--- config.mk ---
export PLATFORM = sky130hd
export DESIGN_NAME = pao_device_flat
export DESIGN_NICKNAME = d
export VERILOG_FILES = /design/src/core/pao_pkg.sv /design/src/core/pao_link_if.sv /design/src/core/pao_device.sv /design/src/flat_wrapper.sv
export SDC_FILE = /design/constraint.sdc
export NUM_CORES = 2
export LEC_CHECK = 0
export ABC_AREA = 1
export BUFFER_PORTS_ARGS = -buffer_cell sky130_fd_sc_hd__buf_4
export CORE_MARGIN = 3
export CORE_UTILIZATION = 40
export DETAILED_ROUTE_END_ITERATION = 16
export PLACE_DENSITY = 0.6
export SLEW_MARGIN = 20
export SYNTH_ARGS = -nofsm -noshare
export SYNTH_HDL_FRONTEND = slang
export SYNTH_SLANG_ARGS = --single-unit
--- constraint.sdc ---
create_clock -name ref_clk -period 3.9 [get_ports ref_clk]
set_input_delay 0.78 -clock ref_clk [delete_from_list [all_inputs] [get_ports ref_clk]]
set_output_delay 0.78 -clock ref_clk [all_outputs]
set_load 0.01 [all_outputs]
--- src/core/pao_pkg.sv ---
// shared constants and types for the pixel alu operand select link
package pao_pkg;
   localparam int NUM_UNITS = 4;
   localparam int PB_DEPTH = 64;
   localparam int MOVE_DELAY = 7;
   localparam logic [5:0] REG_STEER_IDX = 6'h00;
   localparam logic [5:0] REG_BLEND2_IDX = 6'h01;
   localparam logic [5:0] REG_PREBLEND_IDX = 6'h02;
   localparam logic [31:0] STEER_RESET = 32'h00000000;
   localparam logic [31:0] BLEND2_RESET = 32'h00000000;
   localparam logic [31:0] PREBLEND_RESET = 32'h00000000;
   localparam logic [31:0] STEER_WMASK = 32'h00000001;
   localparam logic [31:0] BLEND2_WMASK = 32'h3f0f0f0f;
   localparam logic [31:0] PREBLEND_WMASK = 32'h3d0d0d0d;
   localparam int STEER_SEL_BIT = 0;
   localparam int WADDR_LSB = 24;
   localparam int ASAT_LSB = 28;
   localparam int F2SEL_LSB = 2;
   localparam int F1SEL_BIT = 1;
   localparam int ADDSEL_BIT = 0;
   localparam int LOOPSEL_BIT = 0;
   localparam int RBC_F1_LSB = 6;
   localparam int RBC_NEW_BIT = 5;
   localparam logic [8:0] FACTOR_ONE = 9'h100;
   typedef enum logic [2:0] {
      KIND_IDLE = 3'h0,
      KIND_STATEFUL = 3'h1,
      KIND_STATELESS = 3'h2,
      KIND_PREBLEND = 3'h3,
      KIND_REG_WR = 3'h4,
      KIND_REG_RD = 3'h5,
      KIND_MOVE = 3'h6
   } pao_kind_e;
   typedef enum logic [1:0] {
      ASAT_MIN = 2'h0,
      ASAT_NEW = 2'h1,
      ASAT_OLD = 2'h2,
      ASAT_INV_OLD = 2'h3
   } pao_asat_e;
   typedef enum logic [1:0] {
      F1_ONE = 2'h0,
      F1_CONST = 2'h1,
      F1_BUS = 2'h2,
      F1_BUS3 = 2'h3
   } pao_f1src_e;
   typedef struct packed {
      logic valid;
      logic move;
      logic [5:0] waddr;
      logic [31:0] data;
   } pao_stage_s;
endpackage

--- src/core/pao_link_if.sv ---
// link between rendering controller and pixel alu port
`timescale 1ns/1ns
interface pao_link_if;
   import pao_pkg::*;
   pao_kind_e reqKind;
   logic [5:0] pixelBufferAddressPins;
   logic [31:0] pixelAluDataBus;
   logic [3:0] dataExt;
   logic rdValid;
   logic [31:0] rdData;
   modport device (
      input reqKind,
      input pixelBufferAddressPins,
      input pixelAluDataBus,
      input dataExt,
      output rdValid,
      output rdData
   );
   modport controller (
      output reqKind,
      output pixelBufferAddressPins,
      output pixelAluDataBus,
      output dataExt,
      input rdValid,
      input rdData
   );
endinterface

--- src/core/pao_device.sv ---
// device end: pixel buffer write steering and blend operand selection
`timescale 1ns/1ns
// Overview of operation
// - steering bit picks pins or bus write address
// - controller writes steering reserved bits as zero
// - steering resets zero, ignored on stateless writes
// - move: read address, then write address; seven-cycle write
// - controller sets steering before scroll moves
// - four-bit secondary field per unit, byte spaced
// - bits 29:28 choose alpha-saturate output
// - per-unit bits pick second factor source
// - per-unit bit picks first factor source
// - per-unit bit picks addend source
// - controller zeroes secondary control reserved bits
// - secondary control resets zero, ignored when stateless
// - preblend takes first factor, addend from bus
// - one shared alpha-saturate, preblend selects it
// - preblend bits pick preblend second factor
// - preblend bit picks looped back addend
// - controller zeroes preblend control reserved bits
// - preblend control resets zero, ignored when stateless
// - new operand from bus or constant byte
module pao_device
   import pao_pkg::*;
(
   input wire logic ref_clk,
   input wire logic rst_b,
   pao_link_if.device link,
   input wire logic [31:0] ropBlendControl,
   input wire logic [31:0] constantSource,
   input wire logic [3:0] constantExt,
   output logic [NUM_UNITS-1:0][8:0] firstFactor,
   output logic [NUM_UNITS-1:0][8:0] secondFactor,
   output logic [NUM_UNITS-1:0][7:0] addend,
   output logic [NUM_UNITS-1:0] loopAddend,
   output logic opValid,
   output logic preblendCycle,
   output logic pbWrEn,
   output logic [5:0] pbWrAddr,
   output logic [31:0] pbWrData
);
   typedef struct packed {
      logic [31:0] steer;
      logic [31:0] blend2;
      logic [31:0] preblend;
      logic [PB_DEPTH-1:0][31:0] pbuf;
      pao_stage_s [MOVE_DELAY-1:0] pipe;
      logic [NUM_UNITS-1:0][8:0] f1;
      logic [NUM_UNITS-1:0][8:0] f2;
      logic [NUM_UNITS-1:0][7:0] add;
      logic [NUM_UNITS-1:0] loopAdd;
      logic opValid;
      logic pre;
      logic wrEn;
      logic [5:0] wrAddr;
      logic [31:0] wrData;
      logic rdValid;
      logic [31:0] rdData;
   } pao_dev_s;

   pao_dev_s q;
   pao_dev_s d;
   logic stateless;
   logic isPre;
   logic [31:0] effSteer;
   logic [31:0] effBlend2;
   logic [31:0] effPre;
   logic [31:0] oldWord;
   logic [NUM_UNITS-1:0][7:0] newByte;
   logic [7:0] asatNorm;
   logic [7:0] asatPre;
   logic [NUM_UNITS-1:0][8:0] f1Calc;
   logic [NUM_UNITS-1:0][8:0] f2Calc;
   logic [NUM_UNITS-1:0][7:0] addCalc;
   logic [NUM_UNITS-1:0] loopCalc;

   function automatic logic [7:0] alphaSat(input logic [1:0] sel, input logic [7:0] nw,
                                           input logic [7:0] od);
      logic [7:0] res;
      res = 8'h00;
      case (sel)
         ASAT_MIN: res = (nw < ~od) ? nw : ~od;
         ASAT_NEW: res = nw;
         ASAT_OLD: res = od;
         ASAT_INV_OLD: res = ~od;
         default: res = 8'h00;
      endcase
      return res;
   endfunction

   // stateless writes see all three registers as zero
   assign stateless = (link.reqKind == KIND_STATELESS);
   assign isPre = (link.reqKind == KIND_PREBLEND);
   assign effSteer = stateless ? 32'h00000000 : q.steer;
   assign effBlend2 = stateless ? 32'h00000000 : q.blend2;
   assign effPre = stateless ? 32'h00000000 : q.preblend;
   // no forwarding: a read of a word still in the move pipe returns the stale value
   assign oldWord = q.pbuf[link.pixelBufferAddressPins];

   // single alpha-saturate block sits in unit 3 and feeds all units
   assign asatNorm = alphaSat(effBlend2[ASAT_LSB+1:ASAT_LSB], newByte[3], oldWord[31:24]);
   assign asatPre = alphaSat(effPre[ASAT_LSB+1:ASAT_LSB], newByte[3], oldWord[31:24]);

   genvar n;
   generate
      for (n = 0; n < NUM_UNITS; n++) begin : gUnit
         logic [7:0] busB;
         logic [7:0] constB;
         logic [7:0] oldB;
         logic [7:0] b2Field;
         logic [7:0] pbField;
         logic [1:0] f2Sel;
         logic [7:0] asatSel;
         logic [8:0] ropF1;
         assign busB = link.pixelAluDataBus[8*n+7:8*n];
         assign constB = constantSource[8*n+7:8*n];
         assign oldB = oldWord[8*n+7:8*n];
         assign b2Field = effBlend2[8*n+7:8*n];
         assign pbField = effPre[8*n+7:8*n];
         assign newByte[n] = ropBlendControl[8*n+RBC_NEW_BIT] ? constB : busB;
         always_comb begin
            case (pao_f1src_e'(ropBlendControl[8*n+RBC_F1_LSB+1:8*n+RBC_F1_LSB]))
               F1_ONE: ropF1 = FACTOR_ONE;
               F1_CONST: ropF1 = {constantExt[n], constB};
               F1_BUS: ropF1 = {link.dataExt[n], busB};
               F1_BUS3: ropF1 = {link.dataExt[3], link.pixelAluDataBus[31:24]};
               default: ropF1 = FACTOR_ONE;
            endcase
         end
         assign f2Sel = isPre ? pbField[F2SEL_LSB+1:F2SEL_LSB] :
                                b2Field[F2SEL_LSB+1:F2SEL_LSB];
         assign asatSel = isPre ? asatPre : asatNorm;
         // second factor: old, inverted old or shared alpha-saturate
         assign f2Calc[n] = f2Sel[1] ? {1'b0, asatSel} :
                            f2Sel[0] ? {1'b0, ~oldB} : {1'b0, oldB};
         // preblend pins both first factor and addend to the bus byte
         assign f1Calc[n] = isPre ? {1'b0, busB} :
                            b2Field[F1SEL_BIT] ? {1'b0, oldB} : ropF1;
         assign addCalc[n] = isPre ? busB :
                             b2Field[ADDSEL_BIT] ? oldB : newByte[n];
         assign loopCalc[n] = isPre & pbField[LOOPSEL_BIT];
      end
   endgenerate

   always_comb begin
      pao_stage_s st;
      st.valid = (link.reqKind == KIND_STATEFUL) || stateless;
      st.move = (link.reqKind == KIND_STATEFUL) && effSteer[STEER_SEL_BIT];
      st.waddr = link.pixelBufferAddressPins;
      st.data = st.move ? oldWord : link.pixelAluDataBus;
      d = q;
      d.pipe = {q.pipe[MOVE_DELAY-2:0], st};
      // a move learns its write address from the bus one cycle after the request
      if (q.pipe[0].valid && q.pipe[0].move) begin
         d.pipe[1].waddr = link.pixelAluDataBus[WADDR_LSB+5:WADDR_LSB];
      end
      d.wrEn = q.pipe[MOVE_DELAY-1].valid;
      d.wrAddr = q.pipe[MOVE_DELAY-1].waddr;
      d.wrData = q.pipe[MOVE_DELAY-1].data;
      if (q.pipe[MOVE_DELAY-1].valid) begin
         d.pbuf[q.pipe[MOVE_DELAY-1].waddr] = q.pipe[MOVE_DELAY-1].data;
      end
      d.opValid = st.valid || isPre;
      d.pre = isPre;
      if (st.valid || isPre) begin
         d.f1 = f1Calc;
         d.f2 = f2Calc;
         d.add = addCalc;
         d.loopAdd = loopCalc;
      end
      // reserved bits are dropped so they always read back as zero
      if (link.reqKind == KIND_REG_WR) begin
         case (link.pixelBufferAddressPins)
            REG_STEER_IDX: d.steer = link.pixelAluDataBus & STEER_WMASK;
            REG_BLEND2_IDX: d.blend2 = link.pixelAluDataBus & BLEND2_WMASK;
            REG_PREBLEND_IDX: d.preblend = link.pixelAluDataBus & PREBLEND_WMASK;
            default: d.steer = q.steer;
         endcase
      end
      d.rdValid = (link.reqKind == KIND_REG_RD);
      d.rdData = 32'h00000000;
      if (link.reqKind == KIND_REG_RD) begin
         case (link.pixelBufferAddressPins)
            REG_STEER_IDX: d.rdData = q.steer;
            REG_BLEND2_IDX: d.rdData = q.blend2;
            REG_PREBLEND_IDX: d.rdData = q.preblend;
            default: d.rdData = 32'h00000000;
         endcase
      end
   end

   always_ff @(posedge ref_clk or negedge rst_b) begin
      if (!rst_b) begin
         q <= '0;
         q.steer <= STEER_RESET;
         q.blend2 <= BLEND2_RESET;
         q.preblend <= PREBLEND_RESET;
      end else begin
         q <= d;
      end
   end

   assign firstFactor = q.f1;
   assign secondFactor = q.f2;
   assign addend = q.add;
   assign loopAddend = q.loopAdd;
   assign opValid = q.opValid;
   assign preblendCycle = q.pre;
   assign pbWrEn = q.wrEn;
   assign pbWrAddr = q.wrAddr;
   assign pbWrData = q.wrData;
   assign link.rdValid = q.rdValid;
   assign link.rdData = q.rdData;
endmodule

--- src/flat_wrapper.sv ---
// flat-port wrapper written by rule: the top's interface ports become plain ports
module pao_device_flat import pao_pkg::*;
  (ref_clk, rst_b, ropBlendControl, constantSource, constantExt, firstFactor, secondFactor, addend, loopAddend, opValid, preblendCycle, pbWrEn, pbWrAddr, pbWrData, link_reqKind, link_pixelBufferAddressPins, link_pixelAluDataBus, link_dataExt, link_rdValid, link_rdData);
  pao_link_if link_i ();
  input wire logic ref_clk;
  input wire logic rst_b;
  input wire logic [31:0] ropBlendControl;
  input wire logic [31:0] constantSource;
  input wire logic [3:0] constantExt;
  output logic [NUM_UNITS-1:0][8:0] firstFactor;
  output logic [NUM_UNITS-1:0][8:0] secondFactor;
  output logic [NUM_UNITS-1:0][7:0] addend;
  output logic [NUM_UNITS-1:0] loopAddend;
  output logic opValid;
  output logic preblendCycle;
  output logic pbWrEn;
  output logic [5:0] pbWrAddr;
  output logic [31:0] pbWrData;
  input wire logic [$bits(link_i.reqKind)-1:0] link_reqKind;
  input wire logic [$bits(link_i.pixelBufferAddressPins)-1:0] link_pixelBufferAddressPins;
  input wire logic [$bits(link_i.pixelAluDataBus)-1:0] link_pixelAluDataBus;
  input wire logic [$bits(link_i.dataExt)-1:0] link_dataExt;
  output wire logic [$bits(link_i.rdValid)-1:0] link_rdValid;
  output wire logic [$bits(link_i.rdData)-1:0] link_rdData;
  assign link_i.reqKind = link_reqKind;
  assign link_i.pixelBufferAddressPins = link_pixelBufferAddressPins;
  assign link_i.pixelAluDataBus = link_pixelAluDataBus;
  assign link_i.dataExt = link_dataExt;
  assign link_rdValid = link_i.rdValid;
  assign link_rdData = link_i.rdData;
  pao_device u_core (.ref_clk(ref_clk), .rst_b(rst_b), .link(link_i), .ropBlendControl(ropBlendControl), .constantSource(constantSource), .constantExt(constantExt), .firstFactor(firstFactor), .secondFactor(secondFactor), .addend(addend), .loopAddend(loopAddend), .opValid(opValid), .preblendCycle(preblendCycle), .pbWrEn(pbWrEn), .pbWrAddr(pbWrAddr), .pbWrData(pbWrData));
endmodule
==> parameters.txt <==
Parameter                              Value

Status
  Run status ... finished, final reports clean

Logic synthesis
  Number of instances in the synthesized netlist ... about 12000
  Largest cells by area after synthesis ... dfrtp_1, o21ai_0, nand2_1
  Ys async rst share ... 1.00
  Sequential fraction of the synthesis area ... 0.585
  Netlist cell types ... 47
  Number of register bits inferred by synthesis ... 2519
  Most common cell in the netlist ... nand2_1
  Post-synth top flop ... dfrtp_1
  Post-synth top cells ... nand2_1, o21ai_0, dfrtp_1
  Area share of the largest cell type after synthesis ... 0.585
  Average size of a mapped cell ... 9.02 um2
  Cell taking the most area after synthesis ... dfrtp_1
  Netlist area before placement ... 108000 um2
  Number of enable flip-flop cells after synthesis ... 0
  Total of warnings raised by yosys ... 0

Floorplanning
  Effective utilization at floorplan ... 0.404
  Chip height ... about 520 um
  Floorplan die area ... 275000 um2
  Horiz. Die Dim ... 525 um
  Standard-cell row count ... approximately 190
  Total I/O pin count ... a little under 300
  Core ar. ... approximately 270000 um2

Final layout
  Fraction of final layout cells sized beyond drive strength 1 ... 0.119
  Number of standard cells in the layout, taps in and fillers out ... 15600
  Syn-to-layout area delta ... 14.9%
  Fin area ... around 120000 um2
  Number of nets at the end of the flow ... between 10000 and 15000

CTS
  H-tree lvl count ... 5
  Clock Root Buffer ... clkbuf_16
  Number of clock sinks ... approximately 2500
  Max Buffers Root-to-Sink ... 4
  Post-CTS clock slew at the launch and capture registers of the worst setup and hold paths ... 60 ps
  Post-CTS Setup Repair Bufs ... 0
  Worst skew pair latency ... 940 ps
  Number of buffers added by the clock tree synthesis step ... between 200 and 300
  TritonCTS clock tree ... built

STA
  Actual transition at the worst max-transition pin ... about 1200 ps
  Fmax ... slightly below 300 MHz
  Hold violation total from the final report ... 0
  Max_slew headroom ... 0.233
  Final setup viols ... 0
  Final critical path time including I/O delays and setup ... between 3000 and 4000 ps
  Final Skew ... 73.6 ps
  Tcrit/Tclk final ... 0.887
  Pins Over Slew Limit ... 0
  Setup repair after global routing missed its margin ... false

Critical path
  WS Path Type ... in2reg
  Data arrival time of the worst path ... 4330 ps
  Worst Path Required ... 4770 ps
  Maximum fanout along the worst path ... 27
  CP Launch Type ... input port
  Crit end category ... register

Route
  Vias per Instance ... 5.82
  Routed via count ... 90800
  Iteration-0 DRC count of the detailed router ... ~12000
  Average wire per cell in the routed design ... 24.4 um
  Drc violations ... 0
  Number of nets with antenna violations after routing ... 0
  Detailed Routing Iterations Pass 1 ... 8
  Wire length after detailed routing ... around 380 mm

Placed design
  Instance area after placement ... 114000 um2
  Final HPWL DP ... about 230 mm
  Placed instance count ... 15100
  Global placement routability congestion ... between 0.9 and 1
  PortBufs ... 258

Run
  Number of violations of the max-capacitance limit ... 0

GRT
  Largest net degree at the start of global routing ... 115
  Initial antenna violation count ... 11
  Gr usage total ... 0.270
  Global-route wire length before repair ... about 570 mm
  Final global-route overflow total ... 0
  Number of global-route vias before repair ... 88400

Pwr
  Leakage component of the power ... 55.7 nW
  VDD IR max ... a little under 0.5 mV
  Power density over cell area ... 508 nW/um2

Min path
  Classification of the worst-slack hold path ... in2reg
-- layer usage --
layer | track usage | up-vias | part of all wire
met3 | 0.0607 | 907 | 0.099
met2 | 0.417 | 4921 | 0.45
met5 | 0 | - | 0.00021
li1 | - | 40000 | -
met1 | 0.363 | 45000 | 0.41
met4 | 0.120 | 10 | 0.048
-- worst paths after layout --
path	from	endpoint	slack, ps	cells past startpoint
min in group asynchronous	rst_b	u_core.pbWrAddr[0]	430	2
min	link_reqKind[0]	u_core.loopAddend[0]	120	2
max in group asynchronous	rst_b	u_core.q[747]	2050	4
max reg2reg	u_core.q[811]	u_core.secondFactor[30]	520	21
max	link_pixelBufferAddressPins[1]	u_core.secondFactor[30]	440	23
min reg2reg	u_core.d[275]	u_core.d[315]	340	0
-- logic make-up (layout without fill, tap and decap cells) --
group,count (synthesis),count (layout),synth area share
AO/OA/AOI/OAI,4029,4029,0.207
flip-flops,2519,2519,0.585
XOR/XNOR,19,19,0.00155
adder cells (fa/ha/maj),7,7,0.000813
AND/OR/NAND/NOR,3950,3950,0.144
buffers and inverters,1410,1534,0.0614
other,1,24,0.0000348
multiplexers,4,4,0.000372
-- power breakdown --
part / internal (W) / total [W] / switching (W)
sequential: 0.0281 / 0.0292 / 0.00116
clock: 0.0162 / 0.0270 / 0.0109
combinational: 0.00230 / 0.00659 / 0.00429
-- metrics by stage --
stage / TNS, ps / utilization / hold slack [ps] / total power, W / setup slack [ps]
6_report: 0 / 0.464 / 116 / 0.0628 / 441
5_1_grt: 0 / 0.464 / 91.2 / 0.0652 / 253
4_1_cts: 0 / 0.464 / 61.2 / 0.0631 / 609
3_5_place_dp: -11380 / 0.429 / 335 / 0.0361 / -375
3_3_place_gp: -11520 / 0.429 / 332 / 0.0359 / -425
2_1_floorplan: 0 / - / 331 / 0.0331 / 214
-- placed cells by master, fill, tap and decap left out, drive strengths merged --
cell type and instances:
dlygate4sd3 1, a21oi 211, a221oi 173, ha 7, diode 6, mux2i 4
a32o 2, nand3b 1, o221ai 27, a31oi 14, a22oi 246, o21a 1
clkinv 71, o2111ai 19, a211oi 5, nand2 2993, xor2 19, bufinv 17
inv 202, nor3 12, and2 1, dfrtp 2519, clkinvlp 12, o211ai 140
buf 821, o22ai 28, nand3 345, a22o 11, a2bb2oi 42, nor2 598
conb 18, o21ai 3107, o31ai 3, clkbuf 410
-- worst max-delay path, cell delays in order --
cell and delay (ps):
buf_8 160, buf_4 280, buf_4 360, o21ai_0 130, o21ai_0 160, nand2_1 60, nand3_1 150, nand2_1 70
nand2_1 250, buf_12 160, inv_2 50, nand2_4 60, ha_1 240, a21oi_1 190, nor2_1 70, a211oi_2 270
buf_4 230, nand3_1 100, nand3_1 100, nand2_1 140, nand3_1 150, nand2_1 70, nand2_1 50
-- registers in the layout (all words and copies together) (netlist names) --
register and flops:
u_core.preblendCycle 1, u_core.pbWrData 32, u_core.pbWrEn 1, u_core.firstFactor 36, u_core.opValid 1, u_core.q 2087
u_core.link.rdValid 1, u_core.addend 32, u_core.secondFactor 32, u_core.loopAddend 4, u_core.d 268, u_core.link.rdData 18
u_core.pbWrAddr 6
-- layout make-up --
cell class	count	area (um2)
Tap cell	3533	4420
Sequential cell	2519	63000
Antenna cell	6	15.0
Fill cell	25000	143000
Inverter	217	850
Timing Repair Buffer	822	7680
Multi-Input combinational cell	8027	38300
Clock buffer	410	8440
Clock inverter	85	941
-- repair_timing --
item	4_1_cts	5_1_grt
hold endpoints to repair	54	0
resized for setup	0	0
hold buffers	1	0
(Power assumes the default switching activity.)
